## src/common/ser_pkg.sv

```systemverilog
package ser_pkg;
   // Event register bit positions
   localparam int EV_OPC = 0;
   localparam int EV_QYE = 2;
   localparam int EV_DDE = 3;
   localparam int EV_EXE = 4;
   localparam int EV_CME = 5;
   localparam int EV_PON = 7;
   localparam int EV_WIDTH = 16;
   localparam int MASK_WIDTH = 8;

   // Status byte bit positions
   localparam int SB_MAV = 4;
   localparam int SB_ESB = 5;
   localparam int SB_RQS = 6;

   // Reset values and masks
   localparam logic [15:0] EVENT_FLAGS_RESET = 16'h0080;
   localparam logic [15:0] EVENT_USED_BITS   = 16'h00BD;
   localparam logic [7:0]  SRQ_MASK_RESET    = 8'h00;
   localparam logic [7:0]  EVENT_MASK_RESET  = 8'h00;
   localparam logic [7:0]  MSS_SOURCE_BITS   = 8'hBF;

   // Output queue shape: data byte plus end-of-message marker
   localparam int OQ_DATA_WIDTH = 8;
   localparam int OQ_WIDTH      = 9;
   localparam int OQ_DEPTH      = 16;
endpackage : ser_pkg

```

## src/common/ser_oq_if.sv

```systemverilog
`timescale 1ns/100ps
interface ser_oq_if #(parameter int WIDTH = 9);
   logic             push;
   logic [WIDTH-1:0] push_data;
   logic             pop;
   logic [WIDTH-1:0] head;
   logic             clear;
   logic             empty;
   logic             full;
   logic             next_full;
   logic             next_empty;

   modport owner (output push, push_data, pop, clear,
                  input  head, empty, full, next_full, next_empty);
   modport queue (input  push, push_data, pop, clear,
                  output head, empty, full, next_full, next_empty);
endinterface : ser_oq_if

```

## src/ser_output_queue.sv

```systemverilog
`timescale 1ns/100ps
module ser_output_queue
   import ser_pkg::*;
#(
   parameter int DEPTH = OQ_DEPTH
) (
   // Clock and reset
   input wire logic clk,
   input wire logic reset,
   // Queue side
   ser_oq_if.queue  q
);
   localparam int AW = (DEPTH > 1) ? $clog2(DEPTH) : 1;
   localparam logic [AW:0]   DEPTH_C = (AW + 1)'(DEPTH);
   localparam logic [AW-1:0] LAST_C  = AW'(DEPTH - 1);

   logic [OQ_WIDTH-1:0] mem [DEPTH];
   logic [AW-1:0]       wr_ptr;
   logic [AW-1:0]       rd_ptr;
   logic [AW:0]         count;
   logic [AW:0]         next_count;
   logic                do_push;
   logic                do_pop;

   function automatic logic [AW-1:0] ptr_step(input logic [AW-1:0] p);
      return (p == LAST_C) ? '0 : p + 1'b1;
   endfunction : ptr_step

   // A pop frees room in the same cycle, so a full queue still takes a push
   assign do_pop  = q.pop && (count != '0);
   assign do_push = q.push && ((count != DEPTH_C) || do_pop);

   always_comb begin
      next_count = count;
      if (q.clear) begin
         next_count = '0;
      end else if (do_push && !do_pop) begin
         next_count = count + 1'b1;
      end else if (do_pop && !do_push) begin
         next_count = count - 1'b1;
      end
   end

   assign q.head       = mem[rd_ptr];
   assign q.empty      = (count == '0);
   assign q.full       = (count == DEPTH_C);
   assign q.next_full  = (next_count == DEPTH_C);
   assign q.next_empty = (next_count == '0);

   always_ff @(posedge clk) begin
      if (reset || q.clear) begin
         wr_ptr <= '0;
         rd_ptr <= '0;
         count  <= '0;
      end else begin
         count <= next_count;
         if (do_push) begin
            wr_ptr <= ptr_step(wr_ptr);
         end
         if (do_pop) begin
            rd_ptr <= ptr_step(rd_ptr);
         end
      end
   end

   // Storage needs no reset; contents are only read behind count
   always_ff @(posedge clk) begin
      if (do_push && !q.clear) begin
         mem[wr_ptr] <= q.push_data;
      end
   end
endmodule : ser_output_queue

```

## src/ser_status_top.sv

```systemverilog
// Overview of operation
// Eight-bit service request mask, controller writable
// Operation-complete bit set when armed, nothing pending
// Query error on read of empty, idle queue
// Query error when queued response data lost
// Device-dependent error sets bit three
// Execution error sets bit four
// Command syntax error sets bit five
// Supply off-to-on transition sets bit seven
// Eight-bit event mask maps onto low bits
// Event summary is OR of enabled events
// Message-available bit high while unread messages
// Formatter places data bytes and end markers
// Reads remove messages; empty clears message-available
// Controller waits on message-available before reading
// Service request sets bit six and line
// Bit six identical for poll and query
// Unused event bits read zero always
// Summary from masked bits; request on rise
`timescale 1ns/100ps
module ser_status_top
   import ser_pkg::*;
#(
   parameter int DEPTH = OQ_DEPTH
) (
   // Clock and reset
   input  wire logic                     clk,
   input  wire logic                     reset,
   // Event sources, one-cycle pulses except the level ops_pending
   input  wire logic                     opc_request,
   input  wire logic                     ops_pending,
   input  wire logic                     device_error,
   input  wire logic                     execution_error,
   input  wire logic                     command_error,
   // Supply good pin, asynchronous
   input  wire logic                     power_good,
   // Mask writes and event register read
   input  wire logic                     srq_mask_write,
   input  wire logic [MASK_WIDTH-1:0]    srq_mask_wdata,
   input  wire logic                     event_mask_write,
   input  wire logic [MASK_WIDTH-1:0]    event_mask_wdata,
   input  wire logic                     event_read,
   output logic      [MASK_WIDTH-1:0]    service_request_mask,
   output logic      [MASK_WIDTH-1:0]    standard_event_mask,
   output logic      [EV_WIDTH-1:0]      event_rdata,
   // Response formatter
   input  wire logic                     resp_valid,
   input  wire logic [OQ_DATA_WIDTH-1:0] resp_data,
   input  wire logic                     resp_end,
   input  wire logic                     resp_pending,
   output logic                          resp_ready,
   // Controller side
   input  wire logic                     ctl_read,
   input  wire logic                     queue_clear,
   input  wire logic                     serial_poll,
   output logic      [OQ_DATA_WIDTH-1:0] ctl_rdata,
   output logic                          ctl_rend,
   output logic                          ctl_rvalid,
   output logic      [7:0]               status_byte,
   output logic                          srq_line
);
   ser_oq_if #(.WIDTH(OQ_WIDTH)) oq ();

   ser_output_queue #(.DEPTH(DEPTH)) u_queue (
      .clk   (clk),
      .reset (reset),
      .q     (oq)
   );

   logic [EV_WIDTH-1:0] standard_event_flags;
   logic [EV_WIDTH-1:0] next_flags;
   logic [EV_WIDTH-1:0] event_sets;
   logic                opc_armed;
   logic                pg_meta;
   logic                pg_s2;
   logic                pg_s3;
   logic                pg_stable;
   logic                power_rise;
   logic                read_empty;
   logic                data_lost;
   logic                event_summary_bit;
   logic                message_available_bit;
   logic                master_summary_bit;
   logic                mss_q;
   logic [7:0]          next_status;

   // Supply pin: three stages, change counted once stages two and three agree
   always_ff @(posedge clk) begin
      if (reset) begin
         pg_meta <= 1'b0;
         pg_s2   <= 1'b0;
         pg_s3   <= 1'b0;
      end else begin
         pg_meta <= power_good;
         pg_s2   <= pg_meta;
         pg_s3   <= pg_s2;
      end
   end

   always_ff @(posedge clk) begin
      if (reset) begin
         pg_stable <= 1'b0;
      end else if (pg_s2 == pg_s3) begin
         pg_stable <= pg_s3;
      end
   end

   assign power_rise = (pg_s2 == pg_s3) && pg_s3 && !pg_stable;

   // Completion monitoring arms on request and fires once work drains
   always_ff @(posedge clk) begin
      if (reset) begin
         opc_armed <= 1'b0;
      end else if (opc_request) begin
         opc_armed <= 1'b1;
      end else if (opc_armed && !ops_pending) begin
         opc_armed <= 1'b0;
      end
   end

   // Reads with nothing queued or coming are query errors, not stalls
   assign read_empty = ctl_read && oq.empty && !resp_pending;
   // Pushing without room, or flushing unread data, drops responses
   assign data_lost  = (resp_valid && !resp_ready)
                     || (queue_clear && !oq.empty);

   always_comb begin
      event_sets         = '0;
      event_sets[EV_OPC] = opc_armed && !opc_request && !ops_pending;
      event_sets[EV_QYE] = read_empty || data_lost;
      event_sets[EV_DDE] = device_error;
      event_sets[EV_EXE] = execution_error;
      event_sets[EV_CME] = command_error;
      event_sets[EV_PON] = power_rise;
   end

   // Read clears the flags; a set in the same cycle survives
   always_comb begin
      next_flags = standard_event_flags;
      if (event_read) begin
         next_flags = '0;
      end
      next_flags = (next_flags | event_sets) & EVENT_USED_BITS;
   end

   // Reset counts as a power-on, so the flag starts set
   always_ff @(posedge clk) begin
      if (reset) begin
         standard_event_flags <= EVENT_FLAGS_RESET;
      end else begin
         standard_event_flags <= next_flags;
      end
   end

   always_ff @(posedge clk) begin
      if (reset) begin
         event_rdata <= '0;
      end else if (event_read) begin
         event_rdata <= standard_event_flags & EVENT_USED_BITS;
      end
   end

   always_ff @(posedge clk) begin
      if (reset) begin
         service_request_mask <= SRQ_MASK_RESET;
      end else if (srq_mask_write) begin
         service_request_mask <= srq_mask_wdata;
      end
   end

   always_ff @(posedge clk) begin
      if (reset) begin
         standard_event_mask <= EVENT_MASK_RESET;
      end else if (event_mask_write) begin
         standard_event_mask <= event_mask_wdata;
      end
   end

   // Response formatter into the queue
   assign oq.push      = resp_valid && resp_ready;
   assign oq.push_data = {resp_end, resp_data};
   assign oq.pop       = ctl_read && !oq.empty;
   assign oq.clear     = queue_clear;

   // Ready follows next-cycle room, so an accepted push never overflows
   always_ff @(posedge clk) begin
      if (reset) begin
         resp_ready <= 1'b0;
      end else begin
         resp_ready <= !oq.next_full;
      end
   end

   // A read while a response is pending but not queued returns nothing
   always_ff @(posedge clk) begin
      if (reset) begin
         ctl_rvalid <= 1'b0;
         ctl_rdata  <= '0;
         ctl_rend   <= 1'b0;
      end else begin
         ctl_rvalid <= oq.pop;
         if (oq.pop) begin
            ctl_rdata <= oq.head[OQ_DATA_WIDTH-1:0];
            ctl_rend  <= oq.head[OQ_WIDTH-1];
         end
      end
   end

   // Status byte built from the current masks and the flag and queue values stored at the end of this cycle
   always_comb begin
      event_summary_bit     = |(next_flags[MASK_WIDTH-1:0] & standard_event_mask);
      message_available_bit = !oq.next_empty;
      next_status           = '0;
      next_status[SB_ESB]   = event_summary_bit;
      next_status[SB_MAV]   = message_available_bit;
      master_summary_bit    = |(next_status & service_request_mask & MSS_SOURCE_BITS);
      next_status[SB_RQS]   = master_summary_bit;
   end

   always_ff @(posedge clk) begin
      if (reset) begin
         status_byte <= '0;
         mss_q       <= 1'b0;
      end else begin
         status_byte <= next_status;
         mss_q       <= master_summary_bit;
      end
   end

   // Line rises on a new summary; a poll drops it, a new rise wins
   always_ff @(posedge clk) begin
      if (reset) begin
         srq_line <= 1'b0;
      end else if (master_summary_bit && !mss_q) begin
         srq_line <= 1'b1;
      end else if (serial_poll || !master_summary_bit) begin
         srq_line <= 1'b0;
      end
   end
endmodule : ser_status_top

```

## config.mk

```make
export PLATFORM = sky130hd
export DESIGN_NAME = ser_status_top
export DESIGN_NICKNAME = d
export VERILOG_FILES = /design/src/common/ser_pkg.sv /design/src/common/ser_oq_if.sv /design/src/ser_output_queue.sv /design/src/ser_status_top.sv
export SDC_FILE = /design/constraint.sdc
export NUM_CORES = 1
export LEC_CHECK = 0
export ABC_AREA = 1
export BUFFER_PORTS_ARGS = -buffer_cell sky130_fd_sc_hd__buf_2
export CAP_MARGIN = 20
export CORE_ASPECT_RATIO = 1.2
export CORE_UTILIZATION = 56
export DETAILED_ROUTE_END_ITERATION = 6
export GPL_TIMING_DRIVEN = 0
export PLACE_DENSITY = 0.77
export SYNTH_ARGS = -nofsm -noshare
export SYNTH_HDL_FRONTEND = slang
export SYNTH_SLANG_ARGS = --single-unit
```

## constraint.sdc

```tcl
create_clock -name clk -period 4.9 [get_ports clk]
set_input_delay 0.245 -clock clk [delete_from_list [all_inputs] [get_ports clk]]
set_output_delay 0.245 -clock clk [all_outputs]
set_load 0.03 [all_outputs]
```

==> results of run 1 <==
[area by class of cell]
cell class | count | share of cell area [%]
Sequential cell | 205 | 56.17
Multi-Input combinational cell | 465 | 23.99
Clock buffer | 28 | 6.008
Timing Repair Buffer | 97 | 5.932
Buffer | 52 | 2.788
Tap cell | 200 | 2.535
Inverter | 50 | 1.901
Clock inverter | 8 | 0.6717
[power groups by stage]
stage,clock network [mW],registers (mW),logic [mW]
CTS,1.54,1.91,0.386
floorplan,0,2.00,0.197
detailed placement,0,1.95,0.372
finish,1.53,1.91,0.391
global route,1.60,1.92,0.426
global placement,0,1.95,0.366
[kinds of logic after synthesis]
group,count (synthesis),share of synthesized area [%]
and+or+nand+nor,248,13.02
xor gates and xnor gates,3,0.3157
other,1,0.04505
AOI/OAI and AO/OA,191,13.24
DFF,205,66.62
buffers and inverters,102,5.561
adders and majority gates,8,1.203
[flip-flops by register name, indices dropped and copies added (netlist names)]
| signal | flops |
|---|---|
| pg_meta | 1 |
| u_queue.count | 5 |
| standard_event_flags | 6 |
| ctl_rdata | 8 |
| u_queue.mem | 144 |
| u_queue.wr_ptr | 4 |
| pg_s2 | 1 |
| pg_s3 | 1 |
| service_request_mask | 8 |
| event_rdata | 6 |
| resp_ready | 1 |
| srq_line | 1 |
| opc_armed | 1 |
| ctl_rvalid | 1 |
| ctl_rend | 1 |
| standard_event_mask | 8 |
| u_queue.rd_ptr | 4 |
| pg_stable | 1 |
| status_byte | 3 |
[per-layer routing]
metal,vias up,share of wire [%],global-route usage (%)
met5,-,0,0
met1,2909,38,30.95
met2,308,50,47.92
met3,64,7.5,4.832
li1,2910,-,-
met4,0,3.9,11.62
[worst paths after layout]
kind                               start                     endpoint  slack [ns]  cells past startpoint
min reg2reg           pg_meta$_SDFF_PP0_             pg_s2$_SDFF_PP0_        0.38                      2
max          u_queue.count[0]$_SDFF_PP0_  u_queue.mem[4][2]$_DFFE_PP_        2.07                      9
max reg2reg  u_queue.count[0]$_SDFF_PP0_  u_queue.mem[4][2]$_DFFE_PP_        2.07                      9
min                          opc_request       opc_armed$_SDFFE_PP0P_        0.02                      3
[cell usage in the layout, fill, tap and decap left out, drive strengths merged, types with 3 or more instances in the layout]
cell	count
nor2	153
edfxtp	144
o21ai	114
buf	108
dfxtp	61
nand2	56
inv	50
clkbuf	49
nand3	24
a21oi	22
o221ai	20
dlygate4sd3	20
o22ai	17
conb	15
o211ai	13
ha	8
clkinv	7
nand4	6
nor3	5
a31oi	3
[through the flow]
step	util (%)	setup WS, ns
after floorplan	-	2.763
final	68.21	2.067
after global placement	62.27	2.185
after detailed placement	62.27	2.131
after CTS	68.21	2.128
after global routing	68.21	1.954
[worst reg2reg max path, stage by stage (launching register included)]
cell,delay (ns)
dfxtp_1,0.40
inv_1,0.11
ha_1,0.30
nand2_2,0.11
nor2_2,0.05
nor2_4,0.15
inv_1,0.11
nor2_1,0.17
nand2_1,0.14
nor2_1,0.89
==> out/metrics.yaml, run 1 <==
placement:
  routabilityCongestion: 0.8296
  port_buffers: 77
  dp_cells: 1049
  hpwlAfterDp_mm: 12.86
  placed_area_sq_um: 9012
route:
  vias_per_cell: 5.603
  ant_nets: 0
  drtIter0Drc: 464
  dr.pass1.iters: 5
  dr_total_vias: 6191
  drc: 0
  routed_wl_mm: 20.14
  wl_per_cell_um: 18.23
cts:
  insertion_delay_ns: 0.51
  clkTransAtPathRegs_ns: 0.06
  cts_hold_buf: 20
  cts-resized-gates: 0
  ctsHtreeMaxLevel: 1
  cts_buffer_depth: 3
  clkSinkCount: 205
  cts_made_buffers: 21
  cts_setup_buffers: 0
  cts-root-buf: "clkbuf_16"
  cts_tree: "done"
synthesis:
  synth.most_common_cell: "nor2_1"
  netlist_area_sq_um: 8324
  synth_top_area_share_pct: 51.95
  ys_seq_elements: 205
  syn_inst: 758
  netlist.top_cell.by_area: "edfxtp_1"
  ys_types: 39
  ys.flop_type: "edfxtp_1"
  syn_area_per_cell_sq_um: 10.98
  synth_edf_count: 144
  synth_area_leaders: "edfxtp_1 (52%), dfxtp_1 (15%), nor2_1 (6.7%)"
  async_reset_ff_share_pct: 0
  ys_seq_area_share_pct: 66.62
  synth_warnings: 0
  synthTopCellsByCount: "nor2_1 (149), edfxtp_1 (144), o21ai_0 (109)"
worst_setup_path:
  crit_path_max_fanout: 9
  crit_arrival_ns: 2.93
  crit_chain: "inv_1 -> ha_1 -> nand2_2 -> nor2_2 -> nor2_4 -> inv_1 -> nor2_1 -> nand2_1 -> nor2_1"
  startpoint_type: "flop"
  critPathSlowestCell: "nor2_1"
  slowest_delay_ns: 0.89
  worstSetupPathType: "reg2reg"
  cp.required_ns: 5.00
  crit_path_end_kind: "flop"
  path_delay_family: "simple AND/OR/NAND/NOR gates"
  cp_num_buf_inv: 2
pwr:
  peakVddDrop_v: 0.0002664
  power.density_nw_per_um2: 388.7
  leakagePower_nw: 3.803
  intPower_mw: 2.913
  power_frac_seq_pct: 49.9
  switching_power_mw: 0.9233
  p_clk_share_pct: 40.0
  combPwrFrac_pct: 10.2
  swShare_pct: 24.07
  finalPower_mw: 3.837
cells_and_area:
  area_growth_pct: 18.59
  drive_gt1_share_pct: 17.13
  fin_cells: 1105
  stdcell_area_sq_um: 9872
  fillers: 1020
  multi_input_area_sq_um: 2369
  antenna_cells: 0
  nets: 941
  seqCellArea_sq_um: 5545
timing:
  drv_slew: 0
  setup_viol: 0
  totalNegativeSetupSlack_ns: 0
  rsz0062_at_grt: "no"
  slew_headroom_pct: 22.70
  hold_violations: 0
  fin_crit_ns: 2.833
  clock_skew_ns: 0.02806
  fmax_mhz: 353.0
  hold_slack_ns: 0.01525
  post-route-period-util_pct: 57.82
  worst_pin_slew_ns: 1.155
global_route:
  grt_pass1_vias: 6053
  grt_max_degree: 17
  antenna_found_initial: 0
  overflow: 0
  grt_pass1_wl_mm: 31.02
  grt_use_total_pct: 26.58
die:
  dieArea_sq_um: 15360
  rows: 48
  fp.dieW_um: 113.3
  fp.dieH_um: 135.6
  core_region_area_sq_um: 14470
  initial_core_util_pct: 57.51
  io_pins: 93
min_path:
  hold_path_class: "in2reg"
job:
  cap_violations: 0
run_status:
  outcome: "finished clean"
Power figures use the tool's default switching activity.
==> inputs of run 2 (changes only) <==
clock period = 2.9 ns   (was 4.9 ns; I/O delays follow)
==> run 2 against run 1 <==
Net effect:
- fmax rose by 3.7%
- flip-flop and latch count did not move
- first-iteration DRC count rose by 19%
- largest cell class unchanged
- via count rose by 2.8%
- combinational power rose by 77%
- critical endpoint is now u_queue.mem[12][0]$_DFFE_PP_
- global-route usage rose by 1.5 points
- total power rose by 70%
- clock-buffer cell count did not move
- clock power rose by 69%
- clock skew rose by 0.0033 ns
- non-clock buffer count rose by 17
==> out/metrics.yaml, run 2 (synthesis gave the netlist of run 1 again) <==
cts:
  cts_setup_buffers: 0  # unchanged
  cts_tree: "done"
  clkTransAtPathRegs_ns: 0.06  # about the same
  ctsHtreeMaxLevel: 1  # unchanged
  cts_made_buffers: 21  # unchanged
  insertion_delay_ns: 0.51  # about the same
  cts_buffer_depth: 3  # unchanged
  clkSinkCount: 205  # unchanged
  cts-root-buf: "clkbuf_16"
timing:
  setup_viol: 0  # unchanged
  clock_skew_ns: 0.03137  # +0.003311 ns
  drv_slew: 0  # unchanged
  hold_slack_ns: 0.01325  # -0.001996 ns
  post-route-period-util_pct: 94.20  # +36 points
  fmax_mhz: 366.0  # +3.7%
  hold_violations: 0  # unchanged
  slew_headroom_pct: 29.82  # +7.1 points
  worst_pin_slew_ns: 1.049  # -0.1065 ns
  totalNegativeSetupSlack_ns: 0  # unchanged
  fin_crit_ns: 2.732  # -0.1012 ns
  rsz0062_at_grt: "no"
route:
  wl_per_cell_um: 18.90  # +3.7%
  dr_total_vias: 6364  # +2.8%
  ant_nets: 0  # unchanged
  drtIter0Drc: 551  # +19%
  dr.pass1.iters: 6  # +1
  drc: 0  # unchanged
  vias_per_cell: 5.672  # +1.2%
  routed_wl_mm: 21.20  # +5.3%
worst_setup_path:
  startpoint_type: "flop"
  crit_path_max_fanout: 9  # unchanged
  reg2reg_depth: 9  # unchanged
  slowest_delay_ns: 0.82  # -0.07 ns
  crit_path_end_kind: "flop"
  cp.required_ns: 3.03  # -1.97 ns
  crit_arrival_ns: 2.86  # -0.07 ns
  worstSetupPathType: "reg2reg"
  crit_chain: "inv_1 -> ha_1 -> nand2_2 -> nor2_2 -> nor2_4 -> inv_1 -> nor2_1 -> nand2_1 -> nor2_1"
  critPathSlowestCell: "nor2_1"
cells_and_area:
  layout_common_cells: "nor2_1 (145), edfxtp_1 (144), o21ai_0 (109)"
  fin_cells: 1122  # +1.5%
  top_register: "u_queue.mem"
  fillers: 986  # -3.3%
  antenna_cells: 0  # unchanged
  fin_util_pct: 69.45  # +1.2 points
  area_growth_pct: 20.76
  largest_register_ffs: 144  # unchanged
  nets: 958  # +1.8%
  drive_gt1_share_pct: 17.25  # +0.12 points
  final_common_cell: "nor2_1"
  stdcell_area_sq_um: 10050  # +1.8%
placement:
  port_buffers: 77  # unchanged
  dp_cells: 1049  # unchanged
  placed_area_sq_um: 9012  # unchanged
  routabilityCongestion: 0.8296  # unchanged
  hpwlAfterDp_mm: 12.86  # unchanged
die:
  dieArea_sq_um: 15360  # unchanged
  rows: 48  # unchanged
  initial_core_util_pct: 57.51  # unchanged
  fp.dieH_um: 135.6  # unchanged
  fp.dieW_um: 113.3  # unchanged
  io_pins: 93  # unchanged
  core_region_area_sq_um: 14470  # unchanged
min_path:
  whs_path_depth: 6  # +3
  hold_path_class: "in2reg"
job:
  cap_violations: 0  # unchanged
global_route:
  grtUsageMet3_pct: 4.922  # +0.089 points
  grt_pass1_vias: 6248  # +3.2%
  antenna_found_initial: 0  # unchanged
  met1_usage_pct: 32.86  # +1.9 points
  busiest_layer: "met2"
  use_met2_pct: 50.85  # +2.9 points
  overflow: 0  # unchanged
  grt_use_total_pct: 28.04  # +1.5 points
  grt_pass1_wl_mm: 32.53  # +4.8%
  grt_max_degree: 17  # unchanged
pwr:
  power_frac_seq_pct: 49.7  # -0.2 points
  peakVddDrop_v: 0.0005038  # +89%
  switching_power_mw: 1.574  # +70%
  leakagePower_nw: 3.895  # +2.4%
  power.density_nw_per_um2: 648.2  # +67%
  intPower_mw: 4.942  # +70%
  combPwrFrac_pct: 10.6  # +0.4 points
  swShare_pct: 24.15  # +0.090 points
  p_clk_share_pct: 39.7  # -0.3 points
run_status:
  outcome: "finished clean"
## run 2: worst paths after layout
check                                                 start                            endpoint  slack (ns)
worst min-delay path                            opc_request  standard_event_flags[0]$_SDFF_PP0_        0.01
worst min register to register           pg_meta$_SDFF_PP0_                    pg_s2$_SDFF_PP0_        0.38
worst max-delay path            u_queue.count[0]$_SDFF_PP0_        u_queue.mem[12][0]$_DFFE_PP_        0.17
worst max register to register  u_queue.count[0]$_SDFF_PP0_        u_queue.mem[12][0]$_DFFE_PP_        0.17
## run 2: routing by layer
layer	vias to the layer above	part of all wire (%)
li1	2949	-
met1	2997	38
met2	353	51
met3	65	7.5
met4	0	3.4
met5	-	0
## run 2: worst max-delay path: cells and delay by family, from the launching register on
kind	cells	cell delay, ns
flip-flops	1	0.40
buffers and inverters	2	0.22
AND/OR/NAND/NOR	6	1.45
adder cells (fa/ha/maj)	1	0.30
## run 2: power by group through the flow
stage	registers, mW	clock network (mW)	logic (mW)
finish	3.24	2.59	0.694
CTS	3.23	2.61	0.673
global route	3.24	2.71	0.751
floorplan	3.38	0	0.333
global placement	3.29	0	0.619
detailed placement	3.29	0	0.629
## run 2: repair_timing
action / 4_1_cts / 5_1_grt
hold buffers: 37 / 0
gates resized for setup: 0 / 4
setup endpoints to repair: 0 / 27
hold endpoints to repair: 25 / 0
## run 2: per-stage QoR
step / total power [mW] / setup WS, ns
after floorplan: 3.711 / 0.7629
after global placement: 3.910 / 0.1854
after detailed placement: 3.921 / 0.1314
after CTS: 6.510 / 0.1284
after global routing: 6.705 / 0.003590
final: 6.515 / 0.1681
## run 2: area by class of cell
class | count | area, sq um | area share, %
Sequential cell | 205 | 5545 | 55.17
Multi-Input combinational cell | 465 | 2379 | 23.66
Timing Repair Buffer | 114 | 755.7 | 7.518
Clock buffer | 28 | 593.1 | 5.900
Buffer | 52 | 275.3 | 2.738
Tap cell | 200 | 250.2 | 2.489
Inverter | 50 | 187.7 | 1.867
Clock inverter | 8 | 66.31 | 0.6597
==> inputs of run 3 (changes only) <==
CORE_ASPECT_RATIO = 1.75   (was 1.2)
RECOVER_POWER = 50   (was default)
==> run 3 against run 2 <==
Net effect:
- the flow now finishes with violations (design-rule violations)
- sequential power about the same
- fmax decreased by 3.9%
- utilization decreased by 1.5 points
- die area increased by 0.11%
- first-iteration DRC count decreased by 7.6%
- via count decreased by 0.71%
- critical path type unchanged
- critical endpoint is now u_queue.mem[0][5]$_DFFE_PP_
==> out/metrics.yaml, run 3 (synthesis gave the netlist of run 1 again) <==
cells_and_area:
  area_growth_pct: 17.83
  nets: 942  # -1.7%
  layout_common_cells: "edfxtp_1 (144), nor2_1 (140), o21ai_0 (109)"
  final_common_cell: "edfxtp_1"
  largest_register_ffs: 144  # unchanged
  antenna_cells: 0  # unchanged
  top_register: "u_queue.mem"
  drive_gt1_share_pct: 15.80  # -1.4 points
  fillers: 1020  # +3.4%
worst_setup_path:
  crit_path_end_kind: "flop"
  crit_path_max_fanout: 9  # unchanged
  crit_arrival_ns: 2.94  # +0.08 ns
  critPathSlowestCell: "nor2_1"
  regToRegSetupSlack_ns: 0.06  # -0.11 ns
  reg2reg_depth: 9  # unchanged
  r2r_start: "u_queue.count[0]$_SDFF_PP0_"
  cp.required_ns: 3.00  # -0.03 ns
  r2r-end: "u_queue.mem[0][5]$_DFFE_PP_"
  cp_num_buf_inv: 2  # unchanged
  startpoint_type: "flop"
  slowest_delay_ns: 0.85  # +0.03 ns
  worstSetupPathType: "reg2reg"
  crit_chain: "inv_1 -> ha_1 -> nand2_2 -> nor2_2 -> nor2_4 -> inv_1 -> nor2_1 -> nand2_1 -> nor2_1"
  path_delay_family: "simple AND/OR/NAND/NOR gates"
timing:
  setup_slack_ns: 0.05712  # -0.1110 ns
  post-route-period-util_pct: 98.03  # +3.8 points
  clock_skew_ns: 0.009686  # -0.02168 ns
  worst_pin_slew_ns: 1.065  # +0.01627 ns
  drv_slew: 0  # unchanged
  hold_slack_ns: 0.03488  # +0.02162 ns
  fin_crit_ns: 2.843  # +0.1110 ns
  setup_viol: 0  # unchanged
  slew_headroom_pct: 28.74  # -1.1 points
  fmax_mhz: 351.8  # -3.9%
  rsz0062_at_grt: "yes"
  hold_violations: 0  # unchanged
die:
  io_pins: 93  # unchanged
  rows: 58  # +21%
  initial_core_util_pct: 57.64  # +0.13 points
  dieArea_sq_um: 15380  # +0.11%
  fp.dieW_um: 94.17  # -17%
  fp.dieH_um: 163.3  # +20%
  core_region_area_sq_um: 14440  # -0.22%
route:
  ant_nets: 0  # unchanged
  dr.pass1.iters: 7  # +1
  drc: 3  # +3
  wl_per_cell_um: 20.04  # +6.1%
  dr_total_vias: 6319  # -0.71%
  drtIter0Drc: 509  # -7.6%
  routed_wl_mm: 21.74  # +2.6%
  vias_per_cell: 5.824  # +2.7%
pwr:
  leakagePower_nw: 3.722  # -4.4%
  peakVddDrop_v: 0.0005396  # +7.1%
  power.density_nw_per_um2: 638.3  # -1.5%
cts:
  clkSinkCount: 205  # unchanged
  ctsHtreeMaxLevel: 1  # unchanged
  cts_buffer_depth: 3  # unchanged
  clkTransAtPathRegs_ns: 0.07  # about the same
  cts-root-buf: "clkbuf_16"
  cts_setup_buffers: 0  # unchanged
  cts_made_buffers: 18  # -14%
  cts_tree: "done"
  insertion_delay_ns: 0.48  # -0.03 ns
job:
  cap_violations: 0  # unchanged
global_route:
  grt_pass1_wl_mm: 33.19  # +2.0%
  grt_max_degree: 17  # unchanged
  grt_pass1_vias: 6285  # +0.59%
  grt_use_total_pct: 29.04  # +1.0 points
  overflow: 0  # unchanged
  antenna_found_initial: 0  # unchanged
min_path:
  hold_end: "standard_event_mask[5]$_SDFFE_PP0P_"
  whs_path_depth: 3  # -3
  min-delay-start: "event_mask_write"
  hold_path_class: "in2reg"
placement:
  hpwlAfterDp_mm: 14.27  # +11%
  routabilityCongestion: 0.9293  # +12%
  post-place-ws_ns: 0.1367  # +0.005221 ns
  port_buffers: 77  # unchanged
run_status:
  violations: "design-rule violations"
  outcome: "finished, violations left"
run 3: cell types whose count changed in the layout (fill, tap and decap cells not counted):
cell and delta:
inv_6 -1, buf_1 -1, clkinv_1 -2, clkbuf_8 +1, clkbuf_16 -2, clkinv_2 +1
buf_2 -19, dlygate4sd3_1 -13, bufinv_16 -1, clkbuf_1 +20, nor2_1 -5, nor2_2 +5
run 3: timing repair:
action,CTS,global route
endpoints found under the hold margin,23,0
gates resized for setup,0,9
setup endpoints to repair,0,80
hold buffers,24,0
run 3: layer usage:
layer | vias up | GRT usage (%) | share of wire, %
met1 | 3021 | 31.57 | 35
met2 | 320 | 52.77 | 54
met4 | 0 | 16.15 | 5.0
met5 | - | 0 | 0
li1 | 2914 | - | -
met3 | 64 | 4.283 | 6.5
run 3: how the worst max path moves through the flow:
stage,slack (ns),from,depth (start not counted),to
floorplan,0.76,u_queue.count[0]$_SDFF_PP0_,9,u_queue.mem[0][0]$_DFFE_PP_
global placement,0.16,u_queue.count[0]$_SDFF_PP0_,9,u_queue.mem[0][1]$_DFFE_PP_
detailed placement,0.14,u_queue.count[0]$_SDFF_PP0_,9,u_queue.mem[5][7]$_DFFE_PP_
CTS,0.08,u_queue.count[0]$_SDFF_PP0_,9,u_queue.mem[4][1]$_DFFE_PP_
global route,-0.06,u_queue.count[0]$_SDFF_PP0_,9,u_queue.mem[8][0]$_DFFE_PP_
finish,0.06,u_queue.count[0]$_SDFF_PP0_,9,u_queue.mem[0][5]$_DFFE_PP_
run 3: report_power, final:
part	internal, mW	switching, mW	total (mW)
sequential	3.19	0.0396	3.23
combinational	0.204	0.470	0.674
clock	1.33	1.02	2.35
total	4.73	1.53	6.26
run 3: per-stage QoR:
step	cell area [sq um]	setup TNS [ns]	instances	utilization, %	total power, mW
3_3_place_gp	8987	0	1029	62.23	3.918
2_1_floorplan	8377	0	772	-	3.711
3_5_place_dp	8987	0	1029	62.23	3.931
5_1_grt	9808	-1.100	1085	67.92	6.440
4_1_cts	9809	0	1085	67.93	6.256
6_report	9808	0	1085	67.92	6.261
run 3: worst reg2reg max path, delay by kind of cell (launching register included):
| family | cells | cell delay [ns] |
|---|---|---|
| adder cells (fa/ha/maj) | 1 | 0.30 |
| buffers and inverters | 2 | 0.23 |
| flip-flops | 1 | 0.39 |
| AND/OR/NAND/NOR | 6 | 1.55 |
run 3: cell type report:
cell class | instances | area [sq um] | share of cell area [%]
repair buffers | 101 | 601.8 | 6.136
multi-input cells | 465 | 2391 | 24.38
clock inverters | 5 | 25.02 | 0.2551
clock buffers | 27 | 556.8 | 5.677
inverters | 50 | 187.7 | 1.914
flip-flops and latches | 205 | 5545 | 56.54
plain buffers | 52 | 275.3 | 2.806
well taps | 180 | 225.2 | 2.296
